[src/include/hiccup_sync_pkg.sv]
// constants, register map and state encoding for the light-load / hiccup / sync supervisor
package hiccup_sync_pkg;
  // clock and timing
  localparam int CLK_MHZ = 40;
  localparam int TCL_ON_US = 5000;
  localparam int TCL_OFF_US = 122000;
  localparam int TSS_RAMP_US = 1000;
  localparam int CL_ON_CYC = TCL_ON_US * CLK_MHZ;
  localparam int CL_OFF_CYC = TCL_OFF_US * CLK_MHZ;
  localparam int SS_RAMP_CYC = TSS_RAMP_US * CLK_MHZ;
  localparam int OSC_PERIOD_CYC = 216;
  localparam int DCM_QUAL = 2;

  localparam int APB_AW = 8;
  localparam int CNT_W = 24;
  localparam int OSC_W = 16;

  // register byte offsets
  localparam logic [APB_AW-1:0] CTRL_OFS = 8'h00;
  localparam logic [APB_AW-1:0] OSC_OFS = 8'h04;
  localparam logic [APB_AW-1:0] RAMP_OFS = 8'h08;
  localparam logic [APB_AW-1:0] CLON_OFS = 8'h0C;
  localparam logic [APB_AW-1:0] OFF_OFS = 8'h10;
  localparam logic [APB_AW-1:0] STAT_OFS = 8'h14;

  // control fields and reset value
  localparam int CTRL_LEADER_BIT = 0;
  localparam int CTRL_LATCH_BIT = 1;
  localparam logic [1:0] CTRL_RST = 2'h1;

  typedef enum logic [2:0] {
    SS_LOW = 3'b000,
    SS_RAMP = 3'b001,
    SS_RUN = 3'b010,
    SS_CLTIME = 3'b011,
    SS_HICCUP = 3'b100,
    SS_LATCH = 3'b101
  } ss_state_t;
endpackage

[src/rtl/light_load_hiccup_sync_control.sv]
// light-load mode, current-limit hiccup / latch-off and phase sync supervisor
`timescale 1ns/1ps

module light_load_hiccup_sync_control
  import hiccup_sync_pkg::*;
#(
  parameter int OSC_PERIOD = OSC_PERIOD_CYC,
  parameter int RAMP_CYCLES = SS_RAMP_CYC,
  parameter int CL_ON_CYCLES = CL_ON_CYC,
  parameter int OFF_CYCLES = CL_OFF_CYC
) (
  input wire logic pclk,
  input wire logic presetn,
  input wire logic psel,
  input wire logic penable,
  input wire logic pwrite,
  input wire logic [APB_AW-1:0] paddr,
  input wire logic [31:0] pwdata,
  output logic [31:0] prdata,
  output logic pready,
  output logic pslverr,
  input wire logic cs_below_llt,
  input wire logic llt_tied_ref,
  input wire logic llt_grounded,
  input wire logic cs_at_limit,
  input wire logic pwm_trip,
  input wire logic pwm_fall,
  input wire logic uvlo,
  input wire logic ss_forced_low,
  input wire logic sync_in,
  output logic sr_drive_e,
  output logic sr_drive_f,
  output logic dcm_mode,
  output logic hyst_src_en,
  output logic cs_pulldown_en,
  output logic cycle_limit,
  output logic switching_en,
  output logic out_phase,
  output logic sync_out,
  output logic sync_oe
);

  logic [1:0] ctrl;
  logic [OSC_W-1:0] osc_period;
  logic [CNT_W-1:0] ramp_cfg;
  logic [CNT_W-1:0] clon_cfg;
  logic [CNT_W-1:0] off_cfg;
  logic leader;
  logic latch_en;
  logic mapped;
  logic [31:0] rd_mux;
  logic [OSC_W-1:0] osc_cnt;
  logic osc_tick;
  logic osc_start;
  logic sync_prev;
  logic sync_fall;
  logic sync_seen;
  logic cl_seen;
  ss_state_t state;
  ss_state_t next_state;
  logic [CNT_W-1:0] ss_cnt;
  logic ss_hold;
  logic run_ok;
  logic [1:0] qual;

  assign leader = ctrl[CTRL_LEADER_BIT];
  assign latch_en = ctrl[CTRL_LATCH_BIT];

  // apb slave: zero wait states, read data captured in the setup cycle
  assign pready = 1'b1;
  assign mapped = (paddr == CTRL_OFS) || (paddr == OSC_OFS) || (paddr == RAMP_OFS) ||
                  (paddr == CLON_OFS) || (paddr == OFF_OFS) || (paddr == STAT_OFS);

  always_comb begin
    unique case (paddr)
      CTRL_OFS: rd_mux = {30'h0, ctrl};
      OSC_OFS: rd_mux = {16'h0, osc_period};
      RAMP_OFS: rd_mux = {8'h0, ramp_cfg};
      CLON_OFS: rd_mux = {8'h0, clon_cfg};
      OFF_OFS: rd_mux = {8'h0, off_cfg};
      STAT_OFS: rd_mux = {24'h0, sync_seen, switching_en, cycle_limit, dcm_mode,
                          out_phase, state};
      default: rd_mux = 32'h0;
    endcase
  end

  always_ff @(posedge pclk or negedge presetn) begin
    if (!presetn) begin
      prdata <= 32'h0;
      pslverr <= 1'b0;
    end else if (psel && !penable) begin
      prdata <= pwrite ? 32'h0 : rd_mux;
      pslverr <= !mapped;
    end
  end

  always_ff @(posedge pclk or negedge presetn) begin
    if (!presetn) begin
      ctrl <= CTRL_RST;
      osc_period <= OSC_W'(OSC_PERIOD);
      ramp_cfg <= CNT_W'(RAMP_CYCLES);
      clon_cfg <= CNT_W'(CL_ON_CYCLES);
      off_cfg <= CNT_W'(OFF_CYCLES);
    end else if (psel && penable && pwrite) begin
      unique case (paddr)
        CTRL_OFS: ctrl <= pwdata[1:0];
        OSC_OFS: osc_period <= pwdata[OSC_W-1:0];
        RAMP_OFS: ramp_cfg <= pwdata[CNT_W-1:0];
        CLON_OFS: clon_cfg <= pwdata[CNT_W-1:0];
        OFF_OFS: off_cfg <= pwdata[CNT_W-1:0];
        default: ;
      endcase
    end
  end

  // oscillator at twice the output rate; a follower restarts it on each sync falling edge
  assign sync_fall = !leader && sync_prev && !sync_in;
  assign osc_tick = (osc_cnt >= osc_period - 16'h0001);
  assign osc_start = osc_tick || sync_fall;

  always_ff @(posedge pclk or negedge presetn) begin
    if (!presetn) begin
      sync_prev <= 1'b0;
    end else begin
      sync_prev <= sync_in;
    end
  end

  // without pulses the counter simply free-runs at the programmed period
  always_ff @(posedge pclk or negedge presetn) begin
    if (!presetn) begin
      osc_cnt <= 16'h0000;
    end else if (osc_start) begin
      osc_cnt <= 16'h0000;
    end else begin
      osc_cnt <= osc_cnt + 16'h0001;
    end
  end

  always_ff @(posedge pclk or negedge presetn) begin
    if (!presetn) begin
      sync_seen <= 1'b0;
    end else if (sync_fall) begin
      sync_seen <= 1'b1;
    end else if (uvlo) begin
      sync_seen <= 1'b0;
    end
  end

  // each output half-cycle is one oscillator period
  always_ff @(posedge pclk or negedge presetn) begin
    if (!presetn) begin
      out_phase <= 1'b0;
    end else if (osc_start) begin
      out_phase <= !out_phase;
    end
  end

  // leader sync: oscillator rate, high for the first half of each period once the soft-start is out of SS_LOW
  always_ff @(posedge pclk or negedge presetn) begin
    if (!presetn) begin
      sync_out <= 1'b0;
      sync_oe <= 1'b0;
    end else begin
      sync_oe <= leader;
      sync_out <= leader && (state != SS_LOW) && (osc_cnt < (osc_period >> 1));
    end
  end

  // limit seen somewhere in the current oscillator cycle; a new event beats the clear
  always_ff @(posedge pclk or negedge presetn) begin
    if (!presetn) begin
      cl_seen <= 1'b0;
    end else if (cs_at_limit) begin
      cl_seen <= 1'b1;
    end else if (osc_start) begin
      cl_seen <= 1'b0;
    end
  end

  // soft-start node model: counters stand in for the capacitor threshold crossings
  assign ss_hold = uvlo || ss_forced_low;

  always_comb begin
    next_state = state;
    if (ss_hold) begin
      next_state = SS_LOW;
    end else begin
      unique case (state)
        SS_LOW: next_state = SS_RAMP;
        SS_RAMP: begin
          // overcurrent here only limits per cycle; timing starts at the limit threshold
          if (ss_cnt >= ramp_cfg - 24'h000001) begin
            if (cs_at_limit || cl_seen) begin
              next_state = latch_en ? SS_LATCH : SS_CLTIME;
            end else begin
              next_state = SS_RUN;
            end
          end
        end
        SS_RUN: begin
          if (cs_at_limit) begin
            next_state = latch_en ? SS_LATCH : SS_CLTIME;
          end
        end
        SS_CLTIME: begin
          if (ss_cnt >= clon_cfg - 24'h000001) begin
            next_state = SS_HICCUP;
          end else if (osc_start && !cl_seen && !cs_at_limit) begin
            next_state = SS_RUN;
          end
        end
        SS_HICCUP: begin
          if (ss_cnt >= off_cfg - 24'h000001) begin
            next_state = SS_LOW;
          end
        end
        SS_LATCH: next_state = SS_LATCH;
        default: next_state = SS_LOW;
      endcase
    end
  end

  always_ff @(posedge pclk or negedge presetn) begin
    if (!presetn) begin
      state <= SS_LOW;
      ss_cnt <= 24'h000000;
    end else begin
      state <= next_state;
      if (next_state != state) begin
        ss_cnt <= 24'h000000;
      end else begin
        ss_cnt <= ss_cnt + 24'h000001;
      end
    end
  end

  // light-load qualification; the comparator flag already encodes the fractional threshold
  always_ff @(posedge pclk or negedge presetn) begin
    if (!presetn) begin
      dcm_mode <= 1'b0;
      qual <= 2'h0;
    end else if (llt_tied_ref) begin
      dcm_mode <= 1'b1;
      qual <= 2'h0;
    end else if (llt_grounded) begin
      dcm_mode <= 1'b0;
      qual <= 2'h0;
    end else if (pwm_fall) begin
      if (cs_below_llt != dcm_mode) begin
        if (qual == 2'(DCM_QUAL - 1)) begin
          dcm_mode <= cs_below_llt;
          qual <= 2'h0;
        end else begin
          qual <= qual + 2'h1;
        end
      end else begin
        qual <= 2'h0;
      end
    end
  end

  // the external divider sets the base level; the source only adds the hysteresis step
  assign hyst_src_en = dcm_mode;

  assign run_ok = ((state == SS_RAMP) || (state == SS_RUN) || (state == SS_CLTIME)) &&
                  (leader || sync_seen);

  always_ff @(posedge pclk or negedge presetn) begin
    if (!presetn) begin
      switching_en <= 1'b0;
      cycle_limit <= 1'b0;
      sr_drive_e <= 1'b0;
      sr_drive_f <= 1'b0;
    end else begin
      switching_en <= run_ok;
      cycle_limit <= run_ok && cs_at_limit;
      sr_drive_e <= run_ok && !dcm_mode && !out_phase;
      sr_drive_f <= run_ok && !dcm_mode && out_phase;
    end
  end

  // pulldown held to the start of the next cycle; a trip on that edge wins
  always_ff @(posedge pclk or negedge presetn) begin
    if (!presetn) begin
      cs_pulldown_en <= 1'b0;
    end else if (pwm_trip) begin
      cs_pulldown_en <= 1'b1;
    end else if (osc_start) begin
      cs_pulldown_en <= 1'b0;
    end
  end
endmodule

[config.mk]
export PLATFORM = sky130hd
export DESIGN_NAME = light_load_hiccup_sync_control
export DESIGN_NICKNAME = d
export VERILOG_FILES = /design/src/include/hiccup_sync_pkg.sv /design/src/rtl/light_load_hiccup_sync_control.sv
export SDC_FILE = /design/constraint.sdc
export NUM_CORES = 1
export LEC_CHECK = 0
export BUFFER_PORTS_ARGS = -buffer_cell sky130_fd_sc_hd__buf_4
export CAP_MARGIN = 20
export CORE_AREA = 2 2 142 172
export CTS_CLUSTER_DIAMETER = 60
export DETAILED_ROUTE_END_ITERATION = 8
export DIE_AREA = 0 0 144 174
export PLACE_DENSITY = 0.68
export SYNTH_ARGS = -nofsm -noshare
export SYNTH_HDL_FRONTEND = slang
export SYNTH_SLANG_ARGS = --single-unit
[constraint.sdc]
create_clock -name pclk -period 9.9 [get_ports pclk]
set_input_delay 1.98 -clock pclk [delete_from_list [all_inputs] [get_ports pclk]]
set_output_delay 1.98 -clock pclk [all_outputs]
set_load 0.005 [all_outputs]
# Yosys cells after proc, flatten, opt, wreduce, memory -nomap -nowiden
# Cells that the tools add are included.
# totals
reg_bits,180
inputBits,54
out_inout_bits,44
# classes
n_addsub,7
n_lt_le_gt_ge,5
eq_ne,13
mux,28
n_reduce_logical,48
# op_table
cell,n
$pmux 24 s6,1
$ge 24x24->1,3
$sub 24x1->24 const B,3
$mux 32,1
$add 24x1->24 const B,1
$mux 24,1
$mux 3,8
$pmux 3 s6,1
$add 16x1->16 const B,1
$eq 8x4->1 const B,2
$eq 8x5->1 const B,2
$ge 16x16->1,1
$lt 16x15->1,1
$mux 16,1
$sub 16x1->16 const B,1
$logic_and 1x1->1,14
$reduce_bool 3->1,4
$logic_or 1x1->1,11
$mux 1,10
$mux 2,5
$reduce_and 2->1,5
$eq 8x3->1 const B,1
$logic_not 1->1,8
$logic_not 8->1,1
10 further kinds,14

# Depth between registers and ports, before layout
# depth
word_depth,12
depth_mapped,17
ltp_nobuf,16

# Least setup slack after synthesis
# No wires, ideal clock.
# synth_timing
path_kind,reg-to-reg
from,reg clon_cfg[4]
to,reg ss_cnt[13]
arrival_time_ns,3.922
slack_ns,5.892
path_stages_with_launch,17
synth_period_minus_slack_ns,4.008
cell_sequence,dfrtp_1 nor3_2 nand3_1 or4_1 nor4_1 nand2b_1 nor4_1 xnor2_1 ha_1 a211oi_1 o21ai_0 a221oi_2 o2111ai_1 a21oi_1 clkbuf_1 o21ai_0 nor3_1
# synth_via
elab_chain_cells,7
# synth_rtl
element,line_no,source
start: declaration,light_load_hiccup_sync_control.sv:46,logic [CNT_W-1:0] clon_cfg;
start signal: assignment,light_load_hiccup_sync_control.sv:102,clon_cfg <= CNT_W'(CL_ON_CYCLES);
start signal: assignment,light_load_hiccup_sync_control.sv:109,CLON_OFS: clon_cfg <= pwdata[CNT_W-1:0];
$sub 24x1->24,light_load_hiccup_sync_control.sv:207,if (ss_cnt >= clon_cfg - 24'h000001) begin
$ge 24x24->1,light_load_hiccup_sync_control.sv:207,
$mux 3,light_load_hiccup_sync_control.sv:207,
$pmux 3 s6,light_load_hiccup_sync_control.sv:189,unique case (state)
$mux 3,light_load_hiccup_sync_control.sv:186,if (ss_hold) begin
$ne 3x3->1,light_load_hiccup_sync_control.sv:230,if (next_state != state) begin
$mux 24,light_load_hiccup_sync_control.sv:230,
end signal: assignment,light_load_hiccup_sync_control.sv:233,ss_cnt <= ss_cnt + 24'h000001;
end: declaration,light_load_hiccup_sync_control.sv:61,logic [CNT_W-1:0] ss_cnt;
# No other way between the ends.
# A chain may end at the register's enable or synchronous reset.

# Worst setup path after layout
# layout_timing
from,reg clon_cfg[4]
to,reg ss_cnt[0]
# Same word-level chain as after synthesis.

==> results_dict.tcl <==
set metrics [dict create \
    initialDrtViolationCount 601 \
    synthDistinctLibCells 67 \
    io_pins 98 \
    grtUsageTotal 0.2492 \
    rsz0062_at_grt "false" \
    cts_hold_buf 0 \
    fillCellCount 2122 \
    drcViolationCount 0 \
    vias 9273 \
    post_cts_resized 0 \
    arrival_ns 5.20 \
    cts_setup_buffers 0 \
    finClkSkew_ns 0.01289 \
    cts-root-buf "clkbuf_16" \
    required_ns 10.17 \
    worst_path_largest_cell_delay_ns 0.89 \
    cts.clk_slew.worst_paths_ns 0.08 \
    synthDominantCellAreaShare 0.3197 \
    end_kind "register" \
    hold_ws_ns 0.4748 \
    initial_core_util 0.4895 \
    synth_area_leaders "dfrtp_1 32%, ha_1 12%, mux2_2 7.0%" \
    p_leak_nw 6.382 \
    htreeDepth 4 \
    min-delay-start "ctrl[0]" \
    syn_to_final_growth_pct 13.24 \
    path_buf_inv 1 \
    clock_path_buffers 2 \
    die_area_mm2 0.02506 \
    crit_chain "nor3_2, nand3_1, or4_1, nor4_1, nand2b_1, nor4_1, xnor2_1, ha_1, nand2_1, nor3_1, inv_1, o2111ai_1, a31oi_1, a211oi_4, nor3_1" \
    seq_area_mm2 0.004335 \
    syn_inst 1189 \
    max_slew.worst_pin.slew_ns 1.060 \
    crit_path_top_delay_cell "a211oi_4" \
    synth-edff-count 0 \
    synth_ff_type "dfrtp_1" \
    min_path_type "reg -> reg" \
    hold_path_depth 0 \
    netlist_area_mm2 0.01151 \
    drive_gt1_frac 0.1943 \
    fin_nets 1420 \
    place_ws_ns 4.980 \
    maxSlewViolCount 0 \
    antenna_found_initial 0 \
    viasPerCell 5.828 \
    rrSetupSlack_ns 4.97 \
    min_period_ns 4.930 \
    ys_seq_area_frac 0.3768 \
    io_buffers 80 \
    crit_fanout 24 \
    gp_congestion 0.8761 \
    synth_seq_cells 172 \
    hold_viol 0 \
    row_count 62 \
    grt-ovfl-total 0 \
    grt_pass1_vias 9358 \
    yosys-top-cells-count "147 x dfrtp_1, 108 x ha_1, 104 x nand2_1" \
    yosys.area.top_type "dfrtp_1" \
    setup_viol 0 \
    grt_max_degree 98 \
    cts_made_buffers 17 \
    peakVddDrop_uv 100.9 \
    finalCritPeriodShare 0.4980 \
    core_mm2 0.02351 \
    cap_violations 0 \
    r2r-start "clon_cfg[4]" \
    criticalPathCategory "reg -> reg" \
    yosysWarnings 0 \
    total_power_mw 1.752 \
    wl_mm 30.22 \
    dr.pass1.iters 5 \
    grt_pass1_wl_mm 48.76 \
    avgSynthCellArea_um2 9.677 \
    finalSetupTns_ns 0 \
    reg2reg_depth 15 \
    cts_tree "built" \
    detailed_place_hpwl_mm 22.87 \
    async_flop_share 1.000 \
    antenna-diode-count 0 \
    slew-limit-headroom 0.2913 \
    post-synth-top-count-cell "dfrtp_1" \
    cts_sinks 172 \
    powerDensity_mw_per_mm2 134.5 \
    worst_slack_ns 4.970 \
    multiInputGateArea_mm2 0.006804 \
    status "finished, final reports clean" \
    crit_family "simple AND/OR/NAND/NOR gates" \
    critPathLaunchType "register" \
    max_freq_ghz 0.2028 \
    dieWidth_um 144 \
    min_to "sync_oe" \
    final_antenna_net_count 0 \
    worstReg2RegEnd "ss_cnt[0]" \
    dieHeight_um 174 \
    insertion_delay_ns 0.44 \
    routedWlPerCell_um 19.00 \
]
[worst max path at each step]
stage,start,to,cells after the start
detailed placement,clon_cfg[4],ss_cnt[2],15
global placement,paddr[0],clon_cfg[5],8
floorplan,clon_cfg[4],ss_cnt[13],16
global route,clon_cfg[4],ss_cnt[23],15
finish,clon_cfg[4],ss_cnt[0],15
CTS,clon_cfg[4],ss_cnt[17],15
[power by group]
part           internal, mW  switching [mW]  leakage (nW)
combinational         0.118           0.157          3.87
clock                 0.367           0.342         0.301
sequential            0.727          0.0399          2.21
[logic make-up after synthesis]
group,Yosys count,share of synthesized area
AO/OA/AOI/OAI,217,0.1226
adder cells (fa/ha/maj),108,0.1174
other,2,0.0006527
buffers and inverters,91,0.03512
flip-flops,172,0.3768
XOR/XNOR,118,0.08982
AND/OR/NAND/NOR,389,0.1687
multiplexers,92,0.08895
[worst reg2reg max path: stages, from the launching register on]
cell,delay (ns)
dfrtp_1,0.44
nor3_2,0.21
nand3_1,0.15
or4_1,0.50
nor4_1,0.41
nand2b_1,0.29
nor4_1,0.36
xnor2_1,0.12
ha_1,0.32
nand2_1,0.08
nor3_1,0.45
inv_1,0.12
o2111ai_1,0.12
a31oi_1,0.15
a211oi_4,0.89
nor3_1,0.16
[flip-flops by register name, summed over array words and instances, names as in the netlist, 2 cells and up]
signal      flops
clon_cfg       24
ctrl            2
off_cfg        24
osc_cnt        16
osc_period     16
prdata         24
qual            2
ramp_cfg       24
ss_cnt         24
state           3
[metal layers]
metal,GRT usage,part of all wire,vias up
met2,0.4411,0.51,200
met4,0.09926,0.036,0
met1,0.3017,0.41,4599
met5,0,0,-
met3,0.03664,0.035,61
li1,-,-,4413
[area by class of cell]
class | instances | share of cell area
Multi-Input combinational cell | 933 | 0.5222
Sequential cell | 172 | 0.3327
Timing Repair Buffer | 93 | 0.05445
Clock buffer | 17 | 0.03265
Tap cell | 320 | 0.03073
Clock inverter | 15 | 0.01546
Inverter | 41 | 0.01181
[cell usage in the layout, fill, tap and decap left out, types with 7 or more instances in the layout]
master / n
or3_1: 7
buf_4: 91
a21oi_1: 34
nor3_1: 59
ha_1: 108
xor2_1: 36
mux2i_1: 18
a211oi_1: 19
nor2_1: 93
nand2b_1: 8
nand4_1: 17
conb_1: 9
clkbuf_16: 17
o21ai_0: 86
a21o_1: 20
and3_1: 10
xnor2_1: 82
nor4_1: 17
dfrtp_1: 147
inv_1: 41
a222oi_1: 13
mux2_2: 72
nand2_1: 104
nand3_1: 32
dfstp_2: 25
[per-stage QoR]
step	cells	instance area [µm²]	util
2_1_floorplan	1196	11530	-
3_3_place_gp	1558	12390	0.5270
3_5_place_dp	1559	12400	0.5277
4_1_cts	1591	13030	0.5543
5_1_grt	1591	13030	0.5543
6_report	1591	13030	0.5543
(Power assumes the default switching activity.)
